**src/core/cms_pkg.sv**
```systemverilog
// Package with constants and types for the control mode select and loss-of-signal block
// Summary of operation
// Drive loss-of-signal high when signal lost
// Release loss-of-signal when valid signal returns
// Decode two-bit select into four control modes
// Serial port uses select, clock, edge, data, interrupt
// Shift edge select picks shift clock edge
// Parallel port uses select, bus, strobes, interrupt
// Hardware mode takes configuration from strap pins
// Receive edge select honoured in hardware mode only
// Low select means rising receive edge
// High select means falling receive edge
// Software modes tie receive edge select low
// Receive data launched on selected active edge
// Serial out on falling edge when select high
// Control select is a static strap
package cms_pkg;

  // Control interface mode codes
  localparam logic [1:0] MODE_HW_CODE   = 2'h0;
  localparam logic [1:0] MODE_SER_CODE  = 2'h1;
  localparam logic [1:0] MODE_ASRW_CODE = 2'h2;
  localparam logic [1:0] MODE_ALE_CODE  = 2'h3;

  // Decoded control interface mode
  typedef enum logic [1:0] {
    CMS_HW,
    CMS_SERIAL,
    CMS_MUX_AS,
    CMS_MUX_ALE
  } cms_mode_t;

  // Hardware configuration pin group
  typedef struct packed {
    logic [3:0] pulseTemplateSel;
    logic       txHizCtl;
    logic [1:0] loopbackSel;
    logic [1:0] patternSel;
    logic [1:0] jitterAttSel;
    logic       monitorGainSel;
    logic       termSel;
    logic [1:0] railCodingSel;
  } cms_hwcfg_t;

  // Decoded interface enables
  typedef struct packed {
    logic serialEn;
    logic parallelEn;
    logic muxAleStyle;
    logic hwEn;
  } cms_ifsel_t;

  // Reset values
  localparam cms_hwcfg_t HWCFG_RST = '0;
  localparam logic       BIT_RST   = 1'b0;

endpackage : cms_pkg

```
**src/core/cms_ctl.sv**
```systemverilog
// Control mode select, hardware strap capture, clock edge select and loss-of-signal output
`timescale 1ns/1ps
`default_nettype none
module cms_ctl (
  input  wire logic              mclk,             // 25 MHz master clock
  input  wire logic              rst_n,            // Async reset, active low
  input  wire logic [1:0]        modeSel,          // Control interface select strap
  input  wire logic              sigLost,          // Raw loss detection from receiver
  input  wire logic              rxClockEdgeSel,   // Receive clock edge select pin
  input  wire logic              shiftEdgeSel,     // Shift edge select pin
  input  wire cms_pkg::cms_hwcfg_t hwPins,         // Hardware configuration pins
  input  wire logic              rxBitIn,          // Receive data from recovery
  input  wire logic              rxClkRise,        // Recovered clock rising event
  input  wire logic              rxClkFall,        // Recovered clock falling event
  input  wire logic              serialBitIn,      // Next serial out bit from port
  input  wire logic              shiftClkRise,     // Shift clock rising event
  input  wire logic              shiftClkFall,     // Shift clock falling event
  output var  cms_pkg::cms_mode_t  ctlMode,        // Decoded control mode
  output var  cms_pkg::cms_ifsel_t ifSel,          // Interface enables
  output var  cms_pkg::cms_hwcfg_t hwCfg,          // Captured hardware config
  output logic                   lossOfSignal,     // Active high loss indicator
  output logic                   rxFallEdge,       // Active receive edge is falling
  output logic                   rxData,           // Receive data launched
  output logic                   serialOut,        // Serial data out
  output logic                   serialOutEn       // Serial out enable
);

  // Synchroniser stages for pins
  logic [1:0] modeS1_q, modeS2_q;
  logic       losS1_q, losS2_q;
  logic       rceS1_q, rceS2_q;
  logic       seS1_q, seS2_q;
  cms_pkg::cms_hwcfg_t hwS1_q, hwS2_q;

  // Two-flop sync; first stage read only by second
  always_ff @(posedge mclk or negedge rst_n) begin
    if (!rst_n) begin
      modeS1_q <= cms_pkg::MODE_HW_CODE;
      modeS2_q <= cms_pkg::MODE_HW_CODE;
      losS1_q  <= cms_pkg::BIT_RST;
      losS2_q  <= cms_pkg::BIT_RST;
      rceS1_q  <= cms_pkg::BIT_RST;
      rceS2_q  <= cms_pkg::BIT_RST;
      seS1_q   <= cms_pkg::BIT_RST;
      seS2_q   <= cms_pkg::BIT_RST;
      hwS1_q   <= cms_pkg::HWCFG_RST;
      hwS2_q   <= cms_pkg::HWCFG_RST;
    end else begin
      modeS1_q <= modeSel;
      modeS2_q <= modeS1_q;
      losS1_q  <= sigLost;
      losS2_q  <= losS1_q;
      rceS1_q  <= rxClockEdgeSel;
      rceS2_q  <= rceS1_q;
      seS1_q   <= shiftEdgeSel;
      seS2_q   <= seS1_q;
      hwS1_q   <= hwPins;
      hwS2_q   <= hwS1_q;
    end
  end

  // Mode decode function, used for state and checks
  function automatic cms_pkg::cms_mode_t decodeMode(input logic [1:0] code);
    cms_pkg::cms_mode_t m;
    m = cms_pkg::CMS_HW;
    if (code == cms_pkg::MODE_SER_CODE) begin
      m = cms_pkg::CMS_SERIAL;
    end else if (code == cms_pkg::MODE_ASRW_CODE) begin
      m = cms_pkg::CMS_MUX_AS;
    end else if (code == cms_pkg::MODE_ALE_CODE) begin
      m = cms_pkg::CMS_MUX_ALE;
    end
    return m;
  endfunction

  // Registered state
  cms_pkg::cms_mode_t  mode_q, mode_d;
  cms_pkg::cms_hwcfg_t cfg_q, cfg_d;
  logic los_q, los_d;
  logic fall_q, fall_d;
  logic rxd_q, rxd_d;
  logic sdo_q, sdo_d;
  logic sdoEn_q, sdoEn_d;

  // Next-state computation
  always_comb begin
    // mode decode
    mode_d = decodeMode(modeS2_q);
    // loss follows detector
    los_d = losS2_q;
    cfg_d = cfg_q;
    fall_d = 1'b0;
    // Gate on the freshly synchronised mode, not mode_q: the pins and the strap
    // share the same sync depth, so a mode change never lets new pins leak into hwCfg
    // and the edge choice moves in the same cycle as ctlMode
    case (mode_d)
      cms_pkg::CMS_HW: begin
        // hardware pins apply
        cfg_d = hwS2_q;
        // edge from pin
        fall_d = rceS2_q;
      end
      // Software modes ignore edge pin, rising edge used
      default: begin
        cfg_d = cfg_q;
        fall_d = 1'b0;
      end
    endcase
    // launch on active receive edge
    rxd_d = rxd_q;
    if ((fall_q && rxClkFall) || (!fall_q && rxClkRise)) begin
      rxd_d = rxBitIn;
    end
    // shift out on chosen edge
    sdo_d = sdo_q;
    if ((seS2_q && shiftClkFall) || (!seS2_q && shiftClkRise)) begin
      sdo_d = serialBitIn;
    end
    // serial pin group active in serial mode
    sdoEn_d = (mode_q == cms_pkg::CMS_SERIAL);
  end

  // State registers
  always_ff @(posedge mclk or negedge rst_n) begin
    if (!rst_n) begin
      mode_q  <= cms_pkg::CMS_HW;
      cfg_q   <= cms_pkg::HWCFG_RST;
      los_q   <= cms_pkg::BIT_RST;
      fall_q  <= cms_pkg::BIT_RST;
      rxd_q   <= cms_pkg::BIT_RST;
      sdo_q   <= cms_pkg::BIT_RST;
      sdoEn_q <= cms_pkg::BIT_RST;
    end else begin
      mode_q  <= mode_d;
      cfg_q   <= cfg_d;
      los_q   <= los_d;
      fall_q  <= fall_d;
      rxd_q   <= rxd_d;
      sdo_q   <= sdo_d;
      sdoEn_q <= sdoEn_d;
    end
  end

  // Output drive; interface enables from mode
  always_comb begin
    ifSel.serialEn    = (mode_q == cms_pkg::CMS_SERIAL);
    ifSel.parallelEn  = (mode_q == cms_pkg::CMS_MUX_AS) || (mode_q == cms_pkg::CMS_MUX_ALE);
    ifSel.muxAleStyle = (mode_q == cms_pkg::CMS_MUX_ALE);
    ifSel.hwEn        = (mode_q == cms_pkg::CMS_HW);
  end

  assign ctlMode      = mode_q;
  assign hwCfg        = cfg_q;
  assign lossOfSignal = los_q;
  assign rxFallEdge   = fall_q;
  assign rxData       = rxd_q;
  assign serialOut    = sdo_q;
  assign serialOutEn  = sdoEn_q;

  // Loss indicator follows synchronised detector
  // loss raised on detection
  a_los_follow: assert property (@(posedge mclk) disable iff (!rst_n)
    $rose(losS2_q) |=> lossOfSignal)
    else $error("loss output did not rise");
  // loss released unaided
  a_los_clear: assert property (@(posedge mclk) disable iff (!rst_n)
    $fell(losS2_q) |=> !lossOfSignal)
    else $error("loss output did not clear");
  // loss level one cycle behind
  a_los_level: assert property (@(posedge mclk) disable iff (!rst_n)
    lossOfSignal == $past(losS2_q))
    else $error("loss output does not track detector");
  // strap decode
  a_mode_decode: assert property (@(posedge mclk) disable iff (!rst_n)
    ##1 (ctlMode == decodeMode($past(modeS2_q))))
    else $error("mode decode mismatch");
  // low pin gives rising edge
  a_edge_rise: assert property (@(posedge mclk) disable iff (!rst_n)
    !rceS2_q |=> !rxFallEdge)
    else $error("rising edge not selected");
  // high pin gives falling edge
  a_edge_fall: assert property (@(posedge mclk) disable iff (!rst_n)
    rceS2_q |=> (rxFallEdge == (ctlMode == cms_pkg::CMS_HW)))
    else $error("falling edge not selected");
  // pin ignored in software modes
  a_edge_soft: assert property (@(posedge mclk) disable iff (!rst_n)
    (ctlMode != cms_pkg::CMS_HW) |-> !rxFallEdge)
    else $error("edge pin honoured outside hardware mode");
  // launch on falling edge
  a_rx_launch: assert property (@(posedge mclk) disable iff (!rst_n)
    (rxFallEdge && rxClkFall) |=> (rxData == $past(rxBitIn)))
    else $error("receive data not launched");
  // launch on rising edge
  a_rx_rise: assert property (@(posedge mclk) disable iff (!rst_n)
    (!rxFallEdge && rxClkRise) |=> (rxData == $past(rxBitIn)))
    else $error("receive data not launched on rising edge");
  // shift out on falling edge
  a_sdo_edge: assert property (@(posedge mclk) disable iff (!rst_n)
    (seS2_q && shiftClkFall) |=> (serialOut == $past(serialBitIn)))
    else $error("serial out not shifted on falling edge");
  // shift out on rising edge
  a_sdo_rise: assert property (@(posedge mclk) disable iff (!rst_n)
    (!seS2_q && shiftClkRise) |=> (serialOut == $past(serialBitIn)))
    else $error("serial out not shifted on rising edge");
  // serial output enabled in serial mode
  a_ser_group: assert property (@(posedge mclk) disable iff (!rst_n)
    ifSel.serialEn |=> serialOutEn)
    else $error("serial output not enabled");
  // serial output quiet elsewhere
  a_ser_off: assert property (@(posedge mclk) disable iff (!rst_n)
    !ifSel.serialEn |=> !serialOutEn)
    else $error("serial output enabled outside serial mode");
  // pins captured in hardware mode
  a_hw_cfg: assert property (@(posedge mclk) disable iff (!rst_n)
    (modeS2_q == cms_pkg::MODE_HW_CODE) |=> (hwCfg == $past(hwS2_q)))
    else $error("hardware config not captured");
  // pins frozen in software modes
  a_cfg_hold: assert property (@(posedge mclk) disable iff (!rst_n)
    (modeS2_q != cms_pkg::MODE_HW_CODE) |=> $stable(hwCfg))
    else $error("hardware config changed outside hardware mode");

endmodule : cms_ctl
`default_nettype wire

```
**config.mk**
```make
export PLATFORM = sky130hd
export DESIGN_NAME = cms_ctl
export DESIGN_NICKNAME = d
export VERILOG_FILES = /design/src/core/cms_pkg.sv /design/src/core/cms_ctl.sv
export SDC_FILE = /design/constraint.sdc
export NUM_CORES = 1
export LEC_CHECK = 0
export ABC_CLOCK_PERIOD_IN_PS = 2700
export BUFFER_PORTS_ARGS = -buffer_cell sky130_fd_sc_hd__buf_2
export CORE_MARGIN = 5
export CORE_UTILIZATION = 40
export DETAILED_ROUTE_END_ITERATION = 8
export PLACE_DENSITY = 0.68
export SLEW_MARGIN = 20
export SYNTH_ARGS = -nofsm -noshare
export SYNTH_HDL_FRONTEND = slang
export SYNTH_SLANG_ARGS = --single-unit
```
**constraint.sdc**
```tcl
create_clock -name mclk -period 2.7 [get_ports mclk]
set_input_delay 0.81 -clock mclk [delete_from_list [all_inputs] [get_ports mclk]]
set_output_delay 0.81 -clock mclk [all_outputs]
set_load 0.01 [all_outputs]
```
==> Word-level counts from Yosys, hierarchy flattened <==
Index checks and enable logic that the tools add are counted.
Widths: inputs -> output; s select.
{ "classes": {"mux": 4, "n_reduce_logical": 11, "n_eq_ne": 6} }
{ "op_table": {"columns": ["op", "count"], "rows": [
  ["$eq 2x2->1 const B", 4],
  ["$mux 2", 3],
  ["$eq 2x1->1 const B", 2],
  ["$logic_and 1x1->1", 4],
  ["$logic_not 2->1", 2],
  ["$logic_or 1x1->1", 3],
  ["$logic_not 1->1", 2],
  ["$mux 1", 1]
]} }
{ "totals": {"inputBits": 28, "output_inout_bits": 26, "regBits": 62} }

==> Longest topological paths before layout <==
{ "logic_depth": {"ltp_word": 6, "depth_mapped": 3} }

==> Worst setup path before layout <==
Ideal clock, no wire load.
{ "synth_path": {"kind": "register to output", "from": "reg mode_q[0] (netlist: ctlMode[0])", "to": "out ifSel[3] (netlist bit)", "slack_ns": 1.198, "arrival_time_ns": 0.692, "path_stages_with_launch": 3, "path_buffers": 1, "cell_sequence": "dfrtp_1 -> nor2b_1 -> buf_4"} }
{ "synth_between": {"elab_chain_cells": 1} }
{ "synth_rtl": {"columns": ["item", "line_no", "rtl"], "rows": [
  ["start: declaration", "cms_ctl.sv:77", "cms_pkg::cms_mode_t mode_q, mode_d;"],
  ["start signal: assignment", "cms_ctl.sv:126", "mode_q <= cms_pkg::CMS_HW;"],
  ["start signal: assignment", "cms_ctl.sv:134", "mode_q <= mode_d;"],
  ["$eq 2x1->1", null, null],
  ["end: declaration", "cms_ctl.sv:19", "output var cms_pkg::cms_ifsel_t ifSel,"]
]} }
Every way passes these cells.

==> impl_metrics.toml <==
[run_status]
outcome = "completed"

[sta]
finalMaxSlewViolations = 0
min_period_over_period_pct = 67.7
skew_ns = 0.00455
max-slew-margin-rel_pct = 60.0
rsz_0062_raised_after_global_routing = "false"
hold_slack_ns = 0.347
timing.final.setup_violations = 0
max_freq_ghz = 0.547
final_hold_viol_count = 0
timing.setup.tns_ns = 0
worstMarginPinSlew_ns = 0.598
finalCriticalPeriod_ns = 1.83

[global_routing]
global_route.usage.met2_pct = 16.4
global_route.usage.met1_pct = 12.0
grt-ovfl-total = 0
grt_pass1_vias = 1023
grt-busiest-layer = "met2"
grt_start_max_net_pins = 34
antenna_violations_before_repair = 0
grt_first_pass_wirelength_um = 4840
groute.usage.overall_pct = 10.8
global_route.usage.met3_pct = 4.46

[critical_path]
worstSetupPathType = "reg -> out"
reg2reg_slack_ns = 1.28
startpoint_type = "flip-flop"
critical_path.endpoint_type = "primary output"
critPathMaxFanout = 5
rr_startpoint = "modeS2_q[1]"
critical_path.reg2reg.endpoint = "hwCfg[2]"
reg2regPathDepth = 2
cp_data_arrival_time_ns = 1.02
critical_path_required_ns = 1.89

[min_path]
hold_path_end = "modeS2_q[1]"
hold_wc_path_type = "reg -> reg"
timing.hold.worst.start = "modeS1_q[1]"
worstHoldPathCells = 0

[layout]
area_growth_pct = 27.1
drive_gt1_share_pct = 56.7
final_util_pct = 53.5
fillCellCount = 382
net_total_in_the_final_layout = 180
n_antenna_cell = 0

[detailed_routing]
dr.first_iter.drc_count = 26
num_vias = 917
route.detailed.drc = 0
drt-wirelength-per-cell_um = 14.1
detail_route.vias_per_cell = 4.39
dr.pass1.iters = 4
ant_nets = 0
routed_wirelength_um = 2950

[cts]
clock_sinks = 62
cts_setup_buffers = 0
cts_max_level = 3
clk_pin_slew_ns = 0.06
ctsRootBufferMaster = "sky130_fd_sc_hd__clkbuf_8"
tritoncts = "done"
cts-hold-fix-buffers = 0
number_of_buffers_created_by_cts = 9
count_of_instances_resized_after_the_clock_tree_is_built = 0
worstSkewPairLatency_ns = 0.32
cts-root-to-sink-buffers = 2

[floorplan]
number_of_placement_rows = 24
die-height_um = 78.4
die_area_um2 = 6140
chipWidth_um = 78.4
core-area_um2 = 4440
starting_density_pct = 42.1
io_pins = 54

[power_and_ir_drop]
power_uw = 1990
vdd.ir_drop.worst_uv = 403
power_density_over_cell_area_nw_per_um2 = 837
cellLeakagePower_uw = 0.00118

[yosys]
netlist_instances = 91
syn-num-nets = 119
synth-seq-cells = 62
syn_area_per_cell_um2 = 20.6
sequential_to_total_area_share_from_yosys_stat_pct = 82.9
synth.cell_area_um2 = 1870
synth_warnings = 0
synth.distinct_cells = 12

[place]
io_buffer_count = 53
routabilityCongestion = 0.657
detailed_place_hpwl_um = 2020

[run]
max_cap_violations = 0
through the flow:
step	instance area [µm²]	instances	setup WS (ns)
2_1_floorplan	1870	91	1.20
3_3_place_gp	2180	193	1.21
3_5_place_dp	2180	193	1.17
4_1_cts	2380	209	0.847
5_1_grt	2380	209	0.818
6_report	2380	209	0.872
cell usage in the layout, fill, tap and decap left out:
cell type,Yosys,final
sky130_fd_sc_hd__mux2i_1,2,2
sky130_fd_sc_hd__nor2b_1,1,1
sky130_fd_sc_hd__clkinv_2,0,3
sky130_fd_sc_hd__buf_4,1,2
sky130_fd_sc_hd__and2_2,1,1
sky130_fd_sc_hd__mux2_2,8,8
sky130_fd_sc_hd__dfrtp_1,62,62
sky130_fd_sc_hd__bufinv_16,0,1
sky130_fd_sc_hd__and2_1,1,1
sky130_fd_sc_hd__nor2_4,1,1
sky130_fd_sc_hd__nor2_1,1,1
sky130_fd_sc_hd__mux2_4,9,9
sky130_fd_sc_hd__buf_2,0,53
sky130_fd_sc_hd__clkbuf_8,0,11
sky130_fd_sc_hd__clkbuf_1,3,1
Yosys cell counts:
library cell               count  share of area [%]
sky130_fd_sc_hd__and2_1        1               0.33
sky130_fd_sc_hd__nor2b_1       1               0.33
sky130_fd_sc_hd__mux2_4        9                7.2
sky130_fd_sc_hd__mux2_2        8                4.8
sky130_fd_sc_hd__mux2i_1       2                1.1
sky130_fd_sc_hd__buf_4         1               0.40
sky130_fd_sc_hd__nor2_1        1               0.20
sky130_fd_sc_hd__clkbuf_1      3               0.60
sky130_fd_sc_hd__nor2_4        1               0.60
sky130_fd_sc_hd__dfrtp_1      62                 83
sky130_fd_sc_hd__and2_2        1               0.40
sky130_fd_sc_hd__buf_12        1                1.1
routing by layer:
metal | routed length, µm | up-vias
li1 | - | 416
met1 | 1170 | 452
met2 | 1410 | 41
met3 | 286 | 8
met4 | 78 | 0
met5 | 0 | -
flip-flops by register name, indices dropped and copies added, names as in the netlist, 2 cells and up:
register,count
ctlMode,2
modeS2_q,2
hwCfg,15
modeS1_q,2
hwS1_q,15
hwS2_q,15
worst max-delay path by stage:
stage	start	endpoint	slack, ns	cells past startpoint
floorplan	ctlMode[0]	ifSel[3]	1.20	2
global placement	rxClkFall	rxData	1.21	3
detailed placement	shiftClkFall	serialOut	1.17	3
CTS	ctlMode[1]	ifSel[3]	0.85	2
global route	ctlMode[0]	ifSel[3]	0.82	2
finish	ctlMode[1]	ifSel[1]	0.87	2
critical path, stage by stage, from the launching register on:
cell,delay (ns)
sky130_fd_sc_hd__dfrtp_1,0.41
sky130_fd_sc_hd__and2_1,0.16
sky130_fd_sc_hd__buf_2,0.13
layout make-up:
cell class	instances	area (µm²)	area share, %
multi-input cells	24	280	11.8
clock inverters	4	45.0	1.89
repair buffers	55	280	11.8
clock buffers	12	155	6.53
flip-flops and latches	62	1550	65.3
well taps	52	65.1	2.74
report_power, final:
part           switching, µW  internal, µW
logic                   78.1          89.6
registers               29.4          1000
clock network            322           472
total                    429          1560
cell families after synthesis:
kind of cell,Yosys count,share of synthesized area (%)
and+or+nand+nor,5,1.87
buffers and inverters,5,2.07
DFF,62,82.9
muxes,19,13.1
Note: power is estimated with default switching activity, not from simulation.
